File: src/spc_map.vh
// Constants for the auxiliary pin function select block.
// Assumes inclusion by the block's single design file only.
`ifndef SPC_MAP_VH
`define SPC_MAP_VH
`define SPC_REG_RESET 16'h0004
`define SPC_DRIVE_BIT 1
`define SPC_RDLY_BIT 0
`define SPC_SYNC_LO 2
`define SPC_SYNC_HI 3
`define SPC_AUX1_LO 4
`define SPC_AUX1_HI 5
`define SPC_AUX2_LO 6
`define SPC_AUX2_HI 7
`define SPC_CHAN_BIT 14
`define SPC_RW_MASK 16'h40ff
`define SPC_SYNC_OFF 2'h0
`define SPC_SYNC_DEF 2'h1
`define SPC_SYNC_ALT 2'h2
`define SPC_AUX_OFF 2'h0
`define SPC_AUX_RDY 2'h1
`define SPC_AUX_SOUT 2'h2
`define SPC_AUX2_START 2'h2
`define SPC_DIV4_CODE 2'h2
`define SPC_DIV8_CODE 2'h3
`define SPC_DIV2_LAT 4'h3
`define SPC_DIV4_LAT 4'h5
`define SPC_DIV8_LAT 4'h9
`endif

File: src/spc_pin_ctrl.v
// Auxiliary pin function select: sync-out role, sync-in modes, ready release.
// Assumes the serial port delivers register writes and reads as strobes and
// that clk is the converter's main clock; inputs are synchronous to clk.
// Drive strength and the channel-number bit are only stored here; the pads
// and the channel output are handled outside this block.
// Function
// - Aux one code 10 drives the pin as synchronized start output.
// - Sync config field bits [3:2], resets to 01; code 00 disables it.
// - Sync config 01 makes sync input active low, default behaviour.
// - Default mode low input resets modulator, filter, logic and sequencer.
// - Sync config 10: low sync input stops sequencer advancing.
// - Alternative mode advances only when sync high; sequencer not reset.
// - Alternative mode has no effect with one enabled channel.
// - Release bit picks last serial clock edge (0) or chip-select rise (1).
// - Release bit ignored when ready goes out on aux one.
// - Sync output delay 3-4, 5-8, 9-16 main clocks at div 2, 4, 8.
// - Ready on aux one disables ready on shared serial output pin.
`timescale 1ns/1ps
`include "spc_map.vh"
module spc_pin_ctrl (
    input wire clk,
    input wire rstn,
    input wire reg_wr,
    input wire [15:0] reg_wdata,
    output reg [15:0] reg_rdata,
    input wire [1:0] clock_div_sel,
    input wire multi_chan,
    input wire seq_step_req,
    input wire sync_in_n,
    input wire start_in,
    input wire data_ready,
    input wire read_active,
    input wire last_sclk_rise,
    input wire cs_rise,
    output wire core_reset,
    output wire seq_reset,
    output wire seq_advance,
    output reg aux_one_out,
    output reg aux_one_oe,
    output wire sdo_ready_en,
    output wire sdo_ready_n,
    output wire output_drive_boost
);
    reg [15:0] aux_pin_function_select_ff;
    reg [15:0] nxt_sel;

    reg rdy_hold_ff;
    reg nxt_rdy_hold;

    reg [3:0] dly_cnt_ff;
    reg [3:0] nxt_dly_cnt;
    reg start_ff;
    reg sync_out_ff;
    reg nxt_sync_out;
    reg [3:0] lat;

    reg sync_hold_core;
    reg sync_hold_step;

    wire [1:0] sync_mode;
    wire [1:0] aux_one_function;
    wire ready_release_select;
    wire rdy_on_aux;
    wire start_edge;
    wire rdy_release;
    wire rdy_shared_en;
    ////////////////////////////////////////////////////////////////////////
    assign sync_mode = aux_pin_function_select_ff[`SPC_SYNC_HI:`SPC_SYNC_LO];
    assign aux_one_function =
        aux_pin_function_select_ff[`SPC_AUX1_HI:`SPC_AUX1_LO];
    assign ready_release_select = aux_pin_function_select_ff[`SPC_RDLY_BIT];
    assign output_drive_boost = aux_pin_function_select_ff[`SPC_DRIVE_BIT];
    assign rdy_on_aux = (aux_one_function == `SPC_AUX_RDY);

    always @* begin
        nxt_sel = aux_pin_function_select_ff;
        if (reg_wr) begin
            // Read-only bits always read back as zero
            nxt_sel = reg_wdata & `SPC_RW_MASK;
        end
    end

    // Read data comes straight from the register flops
    always @* begin
        reg_rdata = aux_pin_function_select_ff;
    end

    always @(posedge clk) begin
        if (!rstn) begin
            // Reset selects default sync and last-clock ready release
            aux_pin_function_select_ff <= `SPC_REG_RESET;
        end else begin
            aux_pin_function_select_ff <= nxt_sel;
        end
    end
    ////////////////////////////////////////////////////////////////////////
    // Sync input decode; code 00 and reserved 11 leave the pin without
    // effect, so a stray write cannot stall the converter
    always @* begin
        sync_hold_core = 1'b0;
        sync_hold_step = 1'b0;
        case (sync_mode)
            `SPC_SYNC_OFF: begin
                // Pin ignored entirely
                sync_hold_core = 1'b0;
                sync_hold_step = 1'b0;
            end
            `SPC_SYNC_DEF: begin
                sync_hold_core = !sync_in_n;
                sync_hold_step = 1'b0;
            end
            `SPC_SYNC_ALT: begin
                // Sequencer keeps its state; only the step waits
                sync_hold_core = 1'b0;
                sync_hold_step = multi_chan && !sync_in_n;
            end
            default: begin
                sync_hold_core = 1'b0;
                sync_hold_step = 1'b0;
            end
        endcase
    end

    assign core_reset = sync_hold_core;
    assign seq_reset = sync_hold_core;
    // One enabled channel: sync_hold_step never applies; only sync_hold_core can stop the step
    assign seq_advance = seq_step_req && !sync_hold_core &&
        !sync_hold_step;
    ////////////////////////////////////////////////////////////////////////
    // Start is retimed by a counter; latency lands at the low end of range,
    // so converters sharing one sync output all see the same delay
    function [3:0] div_latency;
        input [1:0] sel;
        begin
            case (sel)
                `SPC_DIV4_CODE: div_latency = `SPC_DIV4_LAT;
                `SPC_DIV8_CODE: div_latency = `SPC_DIV8_LAT;
                default: div_latency = `SPC_DIV2_LAT;
            endcase
        end
    endfunction

    assign start_edge = start_in && !start_ff;
    always @* begin
        lat = div_latency(clock_div_sel);
        nxt_dly_cnt = dly_cnt_ff;
        nxt_sync_out = sync_out_ff;
        if (start_edge) begin
            // The sampling edge itself counts as the first clock
            nxt_dly_cnt = lat - 4'h1;
        end else if (dly_cnt_ff != 4'h0) begin
            nxt_dly_cnt = dly_cnt_ff - 4'h1;
            if (dly_cnt_ff == 4'h1) begin
                nxt_sync_out = start_ff;
            end
        end
        // A start shorter than one clock less than the latency gives no output pulse
        if (!start_in && !start_ff && dly_cnt_ff == 4'h0) begin
            nxt_sync_out = 1'b0;
        end
    end

    always @(posedge clk) begin
        if (!rstn) begin
            dly_cnt_ff <= 4'h0;
            start_ff <= 1'b0;
            sync_out_ff <= 1'b0;
        end else begin
            dly_cnt_ff <= nxt_dly_cnt;
            start_ff <= start_in;
            sync_out_ff <= nxt_sync_out;
        end
    end
    ////////////////////////////////////////////////////////////////////////
    always @* begin
        aux_one_oe = 1'b0;
        aux_one_out = 1'b0;
        // Reserved code 11 releases the pin, the same as code 00
        case (aux_one_function)
            `SPC_AUX_OFF: begin
                aux_one_oe = 1'b0;
                aux_one_out = 1'b0;
            end
            `SPC_AUX_RDY: begin
                // Ready is active low on the pin
                aux_one_oe = 1'b1;
                aux_one_out = !data_ready;
            end
            `SPC_AUX_SOUT: begin
                // Retimed start, meant for the sync inputs of siblings
                aux_one_oe = 1'b1;
                aux_one_out = sync_out_ff;
            end
            default: aux_one_oe = 1'b0;
        endcase
    end
    ////////////////////////////////////////////////////////////////////////
    // Ready stays off the shared pin from a read until the chosen release
    assign rdy_release = ready_release_select ?
        cs_rise : last_sclk_rise;

    // A read in progress wins over a release in the same cycle
    always @* begin
        nxt_rdy_hold = rdy_hold_ff;
        if (read_active) begin
            nxt_rdy_hold = 1'b1;
        end else if (rdy_release) begin
            nxt_rdy_hold = 1'b0;
        end
    end

    always @(posedge clk) begin
        if (!rstn) begin
            rdy_hold_ff <= 1'b0;
        end else begin
            rdy_hold_ff <= nxt_rdy_hold;
        end
    end

    assign rdy_shared_en = !rdy_hold_ff && !read_active;
    // Ready on aux one takes the shared pin's ready role away entirely,
    // whatever the release select holds
    assign sdo_ready_en = rdy_shared_en && !rdy_on_aux;
    assign sdo_ready_n = !data_ready;
endmodule // spc_pin_ctrl

File: config.mk
export PLATFORM = sky130hd
export DESIGN_NAME = spc_pin_ctrl
export DESIGN_NICKNAME = d
export VERILOG_FILES = /design/src/spc_pin_ctrl.v
export VERILOG_INCLUDE_DIRS = /design/src
export SDC_FILE = /design/constraint.sdc
export NUM_CORES = 1
export LEC_CHECK = 0
export ABC_AREA = 1
export BUFFER_PORTS_ARGS = -buffer_cell sky130_fd_sc_hd__clkbuf_2
export CORE_ASPECT_RATIO = 1.75
export CORE_UTILIZATION = 37
export DETAILED_ROUTE_END_ITERATION = 6
export PLACE_DENSITY = 0.73
export RECOVER_POWER = 25
export SLEW_MARGIN = 10
export SYNTH_ARGS = -nofsm -noshare
export SYNTH_HDL_FRONTEND = slang
export SYNTH_SLANG_ARGS = --single-unit
File: constraint.sdc
create_clock -name clk -period 1.1 [get_ports clk]
set_input_delay 0.165 -clock clk [delete_from_list [all_inputs] [get_ports clk]]
set_output_delay 0.165 -clock clk [all_outputs]
set_load 0.03 [all_outputs]
==> metrics, run 1 <==
most common cell after layout, fill and taps aside clkbuf_2; Post-DP HPWL 1.500 mm; Longest Clk Path Bufs 2; min Tclk post-route 1.352 ns; Iter 0 DRT Violations 8; worst setup path endpoint aux_one_out; Routed wire per std cell 10.23 um; Worst Max-Slew Pin Slew 0.5119 ns; initial antenna violation count 0; Comb power frac 47.1%; hold buffers post-CTS 0; H-tree depth 1; Post-synth EDFFs 0; R2R Path End dly_cnt_ff[1]; failing checks negative setup slack; startpoint types flop; Clock power frac 15.6%; unique cell type count in the Yosys netlist 19; number of I/O port buffers 38; maximum vdd drop 0.0008556 V; Die Width 38.41 um; CTS buffer count 3; Seq/Total Area, Yosys 37.32%; Ports 53; layout cells sized above 1 50.00%; setup violators final 6; Sw Share 39.52%; Final Slew Violations 0; worst reg2reg path depth 7; Pleak 0.6840 nW; post-synthesis average cell area 7.035 um2; Max Freq 0.7399 GHz; Inserted Diodes 0; Final Hold Fails 0; Critical path buffers and inverters 2; #FFs+latches synth 16; CP startpoint reg_rdata[4]; switching power 0.7702 mW; met3 wire len 74 um; Util after Layout 62.94%; Initial Util 39.98%; worst-path cell chain inv_4 -> ha_4 -> a21oi_4 -> buf_8; delay-heaviest family, CP flip-flops; commonest non-fill, non-tap cells in the layout clkbuf_2 (29), inv_1 (14), nor2_1 (12); dominant synthesized flop cell dfxtp_1; Post-Syn Area 858.3 um2; clock skew 0.005925 ns; GR Util All Layers 17.52%; r2r setup slk 0.07 ns; Flop pwr share 37.3%; Post-Syn Instances 122; CTS tree built; crit-path max cell delay 0.39 ns; CTS clk-pin slew, worst paths 0.09 ns; Total Wirelength 1.965 mm; largest net degree at the start of global routing 14; post-route setup slack -0.2516 ns; Required @ worst endpoint 0.94 ns; DRC viols 0; First-pass DRT Iterations 4; status finished, violations left; gr ovfl total 0; crit share post-route 122.9%; Worst path depth 4; final setup TNS -1.304 ns; Setup CP Type reg2out; Slew headroom 65.87%; # fillers 180; row count 22; max cap viols 0; clk_lat worst skew 0.29 ns; Yosys Warn Count 0; worst min path class in2reg; Worst Path Max Fanout 3; area grow syn2layout 57.43%; Synth async-reset ratio 0%; routability cong. 0.6884; post-route ant nets 0; critical path data arrival time 1.19 ns; Top Layer Used met4; total length of routed met2 wires 1.103 mm; Cell Int Power 1.179 mW; Die Y 65.72 um; via density per instance 4.667; Total Die Area 2524 um2; Root Driver clkbuf_4; FF-to-FF Start dly_cnt_ff[1]; nature of the critical path endpoint output port; Metal-1 WL 746 um; CP max-delay cell dfxtp_4; number of global-route vias before repair 816; Cell Pwr Density 1442 nW/um2; DR vias 896; clk sinks 16; Core Area 2147 um2; nets 203; global-route wire length before repair 3.229 mm; RSZ-0062 raised after global routing yes
## worst min-delay path by stage
| stage | from | endpoint | cells after the start |
|---|---|---|---|
| after floorplan | start_in | start_ff | 2 |
| after global placement | reg_wdata[2] | reg_rdata[2] | 3 |
| after detailed placement | reg_wdata[2] | reg_rdata[2] | 3 |
| after CTS | reg_wdata[2] | reg_rdata[2] | 3 |
| after global routing | reg_wdata[6] | reg_rdata[6] | 3 |
| final | reg_wdata[2] | reg_rdata[2] | 3 |
## worst min-delay path, cell delays in order
cell and delay [ns]:
clkbuf_2 0.08, a21oi_1 0.05, o21ai_0 0.06
## metal layers
metal / GRT usage, % / vias up
li1: - / 460
met1: 19.96 / 405
met2: 30.30 / 27
met3: 2.027 / 4
met4: 9.052 / 0
met5: 0 / -
## flip-flops by register name (all words and copies together), names as in the netlist
signal       flops
reg_rdata        9
rdy_hold_ff      1
dly_cnt_ff       4
start_ff         1
sync_out_ff      1
## cells by family after synthesis
group	synth area share [%]
buffers and inverters	18.66
DFF	37.32
AOI/OAI and AO/OA	12.39
other	0.4369
xor gates and xnor gates	1.021
adders and majority gates	5.831
and+or+nand+nor	24.34
## layout make-up
cell class,instances,area (um2),share of cell area [%]
Clock buffer,3,22.52,1.667
Multi-Input combinational cell,80,526.8,38.98
Timing Repair Buffer,48,342.8,25.37
Sequential cell,16,337.8,25.00
Inverter,21,91.34,6.759
Tap cell,24,30.03,2.222
## Yosys cell counts, types with 2 or more instances
cell,number,area (um2)
nand2_2,2,12.51
nor2_1,16,60.06
nor2_2,2,12.51
o21ai_0,10,50.05
inv_1,20,75.07
buf_4,10,75.07
dfxtp_1,16,320.3
nand3_1,6,30.03
ha_1,4,50.05
a21oi_1,10,50.05
nand4_1,2,12.51
nand2_1,16,60.06
nor3_1,2,10.01
## metrics by stage
step           cell area (um2)  setup slack, ns  instances  hold WS (ns)  power (mW)
6_report                  1351          -0.2516        192       0.09106       1.949
5_1_grt                   1351          -0.2994        192        0.1059       2.089
4_1_cts                   1270          -0.2790        191       0.08696       1.812
3_5_place_dp              1154         -0.05734        186        0.3850       1.458
3_3_place_gp              1154         -0.03489        186        0.3828       1.430
2_1_floorplan            960.9        -0.005468        128        0.2585       1.261
## power by group through the flow
stage	logic (mW)	registers, mW	clock network, mW
finish	0.917	0.728	0.304
global route	1.01	0.739	0.339
CTS	0.787	0.711	0.313
detailed placement	0.736	0.722	0
global placement	0.714	0.716	0
floorplan	0.497	0.763	0
## what timing repair did
action                                  in CTS  in global routing
resized for setup                           21                 30
pin swaps                                    7                  6
buffers inserted                             2                  1
endpoints found under the setup margin       7                 11
Power figures use the tool's default switching activity.
==> run 2: changes to the inputs <==
Settings changed: ABC_CLOCK_PERIOD_IN_PS set to 1100, HOLD_SLACK_MARGIN set to 0.03, MAX_ROUTING_LAYER set to met4.
==> metrics, run 2 (synthesis results as in run 1) <==
status finished, violations left; failing checks negative setup slack; clock skew 0.005236 ns; area grow syn2layout 57.43%; number of global-route vias before repair 818; Worst Max-Slew Pin Slew 0.5010 ns; Setup CP Type reg2out; worst hold slack 0.08886 ns; Util after Layout 62.94%; post-route setup slack -0.2515 ns; post-route design area 1351 um2; Final Slew Violations 0; r2r setup slk 0.07 ns; worst-path cell chain inv_4 -> ha_4 -> a21oi_4 -> buf_8; nets 203; CP max-delay cell dfxtp_4; Longest Clk Path Bufs 2; max reg flops 9; Inst Count DP 186; Worst path depth 4; hold buffers post-CTS 0; Die Width 38.41 um; Critical path buffers and inverters 2; RSZ-0062 raised after global routing yes; Required @ worst endpoint 0.94 ns; Worst Path Max Fanout 3; CTS clk-pin slew, worst paths 0.09 ns; CP startpoint reg_rdata[4]; Total Wirelength 1.977 mm; setup violators final 6; number of I/O port buffers 38; largest net degree at the start of global routing 14; First-pass DRT Iterations 4; post-route ant nets 0; Worst Min Path Start reg_wdata[2]; crit share post-route 122.9%; Slew headroom 66.60%; gr ovfl total 0; Cell Pwr Density 1442 nW/um2; Routed wire per std cell 10.30 um; initial antenna violation count 0; via density per instance 4.656; routability cong. 0.6956; worst setup path endpoint aux_one_out; clk sinks 16; Root Driver clkbuf_4; critical path data arrival time 1.19 ns; nature of the critical path endpoint output port; Placed Area 1154 um2; Iter 0 DRT Violations 10; H-tree depth 1; final setup TNS -1.312 ns; crit-path max cell delay 0.39 ns; layout cells sized above 1 50.00%; row count 22; Total Die Area 2524 um2; commonest non-fill, non-tap cells in the layout clkbuf_2 (29), inv_1 (14), nor2_1 (12); GR Util All Layers 17.95%; CTS buffer count 3; Max Freq 0.7399 GHz; Ports 53; post-route insts no fill 192; Pleak 0.6840 nW; clk_lat worst skew 0.28 ns; Initial Util 39.98%; delay-heaviest family, CP flip-flops; FF-to-FF Start dly_cnt_ff[1]; Inserted Diodes 0; min Tclk post-route 1.352 ns; maximum vdd drop 0.0008555 V; DR vias 894; max cap viols 0; CTS tree built; startpoint types flop; Core Area 2147 um2; Post-DP HPWL 1.500 mm; worst reg2reg path depth 7; Final Hold Fails 0; global-route wire length before repair 3.222 mm; worst min path class in2reg; R2R Path End dly_cnt_ff[1]; DRC viols 0; Die Y 65.72 um; most common cell after layout, fill and taps aside clkbuf_2
run 2: cell counts in the layout (fill, tap and decap cells not counted):
No cell type changed its count.
run 2: tightest hold or removal path: stages:
cell and delay, ns:
clkbuf_2 0.08, a21oi_1 0.05, o21ai_0 0.05
run 2: layer usage:
layer | GRT usage, % | vias up | share of wire [%]
li1 | - | 459 | -
met1 | 19.96 | 404 | 38
met2 | 30.30 | 27 | 56
met3 | 2.027 | 4 | 4.1
met4 | 9.052 | 0 | 1.8
met5 | - | - | 0
run 2: worst min path at each step:
stage / cells past startpoint / slack (ns) / endpoint
2_1_floorplan: 2 / 0.26 / start_ff
3_3_place_gp: 3 / 0.38 / reg_rdata[2]
3_5_place_dp: 3 / 0.38 / reg_rdata[2]
4_1_cts: 3 / 0.09 / reg_rdata[2]
5_1_grt: 3 / 0.11 / reg_rdata[6]
6_report: 3 / 0.09 / reg_rdata[2]
run 2: cell type report:
class	instances	area [um2]
Sequential cell	16	337.8
Clock buffer	3	22.52
Timing Repair Buffer	48	342.8
Inverter	21	91.34
Fill cell	183	795.8
Tap cell	24	30.03
Multi-Input combinational cell	80	526.8
run 2: where the power goes:
part / internal, mW / switching [mW] / total, mW
Clock: 0.127 / 0.177 / 0.304
Sequential: 0.657 / 0.0710 / 0.728
Combinational: 0.395 / 0.522 / 0.917
Total: 1.18 / 0.770 / 1.95
run 2: stage by stage:
step | total power, mW | worst slack, ns
floorplan | 1.261 | -0.005468
global placement | 1.430 | -0.03489
detailed placement | 1.458 | -0.05734
CTS | 1.812 | -0.2790
global route | 2.089 | -0.2994
finish | 1.949 | -0.2515
run 2: timing repair:
item,CTS,global route
setup endpoints to repair,7,11
pin swaps,7,6
setup buffers,2,1
resized for setup,21,30
cloned,0,0
==> run 3: changes to the inputs <==
Settings changed: ABC_CLOCK_PERIOD_IN_PS 1100 to 1600, CORE_ASPECT_RATIO 1.75 to unset, CORE_UTILIZATION 37 to 45, PLACE_DENSITY 0.73 to 0.83, RECOVER_POWER 25 to 100.
Clock period 1.1 ns to 1.6 ns, I/O delays scaled along.
==> metrics, run 3 (synthesis results as in run 1) <==
clk sinks 16; number of I/O port buffers 38; crit share post-route 95.59%; DR vias 836; commonest non-fill, non-tap cells in the layout clkbuf_2 (24), inv_1 (20), nand2_1 (18); Core Area 1764 um2; nature of the critical path endpoint output port; global-route wire length before repair 2.746 mm; Required @ worst endpoint 1.36 ns; postcts setup bufs 0; gr ovfl total 0; Total Wirelength 1.714 mm; Die Width 45.68 um; via density per instance 4.543; status completed; CTS buffer count 3; DRC viols 0; most common cell after layout, fill and taps aside clkbuf_2; Ports 53; post-route ant nets 0; Worst Path Max Fanout 3; min Tclk post-route 1.529 ns; Cell Pwr Density 1115 nW/um2; Max Freq 0.6539 GHz; final setup TNS 0 ns; CTS tree built; Pleak 0.5624 nW; H-tree depth 1; Final Hold Fails 0; GR Util All Layers 19.47%; Iter 0 DRT Violations 11; largest net degree at the start of global routing 14; Total Die Area 2086 um2; maximum vdd drop 0.0006843 V; Initial Util 48.65%; CTS clk-pin slew, worst paths 0.10 ns; setup violators final 0; number of global-route vias before repair 693; First-pass DRT Iterations 4; hold buffers post-CTS 0; routability cong. 0.8078; nets 193; max reg flops 9; worst min path class in2reg; row count 15; clock skew 0.005137 ns; Util after Layout 59.79%; clk_lat worst skew 0.29 ns; Final Slew Violations 0; Post-DP HPWL 1.347 mm; critical path data arrival time 1.29 ns; Inserted Diodes 0; layout cells sized above 1 23.27%; Routed wire per std cell 9.315 um; post-route setup slack 0.07063 ns; max cap viols 0; area grow syn2layout 22.89%; initial antenna violation count 0; pre-CTS setup slack 0.3204 ns; Longest Clk Path Bufs 2; Die Y 45.68 um; startpoint types flop; Root Driver clkbuf_4; Setup CP Type reg2out
## run 3: cell types whose count changed in the layout (fill, tap and decap cells not counted), sizes merged
cell      delta
inv          -1
buf         -15
clkinvlp     +1
clkbuf       +6
## run 3: critical path: stages, from the launching register on
cell and delay (ns):
dfxtp_2 0.35, inv_1 0.06, ha_1 0.32, inv_1 0.07, clkbuf_2 0.20
## run 3: cell type report
type | count | area [um2]
fill | 190 | 709.4
multi-input combinational | 80 | 404.1
sequential | 16 | 321.6
timing repair buffer | 38 | 181.4
inverter | 21 | 80.08
clock buffer | 4 | 36.28
tap | 25 | 31.28
## run 3: per-stage QoR
step	instance area (um2)	hold WS (ns)	std cells	total power [mW]
final	1055	0.1652	184	1.176
after global routing	1055	0.1713	184	1.259
after CTS	1070	0.1693	184	1.198
after detailed placement	1031	0.4641	180	0.9327
after global placement	1031	0.4630	180	0.9126
after floorplan	889.6	0.3335	128	0.8457
## run 3: timing repair
| item | in CTS | in global routing |
|---|---|---|
| resized for setup | 1 | 4 |
| endpoints found under the hold margin | 0 | 0 |
| endpoints found under the setup margin | 1 | 3 |
## run 3: routing by layer
layer / vias up / track usage, % / wire length (um)
met4: 0 / 15.15 / 53
met3: 4 / 2.381 / 89
met1: 363 / 21.03 / 755
li1: 439 / - / -
met2: 30 / 32.00 / 815
met5: - / - / 0
## run 3: final timing paths
kind	depth (start not counted)	from	endpoint	slack [ns]
setup / recovery	4	reg_rdata[4]	aux_one_oe	0.07
hold / removal	3	reg_wdata[2]	reg_rdata[2]	0.17
setup reg to reg	7	dly_cnt_ff[0]	dly_cnt_ff[3]	0.30
hold reg to reg	2	rdy_hold_ff	rdy_hold_ff	0.50
## run 3: power breakdown
part	total [mW]	leakage (nW)	switching, mW	internal [mW]
clock	0.270	0.0210	0.131	0.139
combinational	0.416	0.408	0.276	0.140
sequential	0.490	0.133	0.0399	0.450
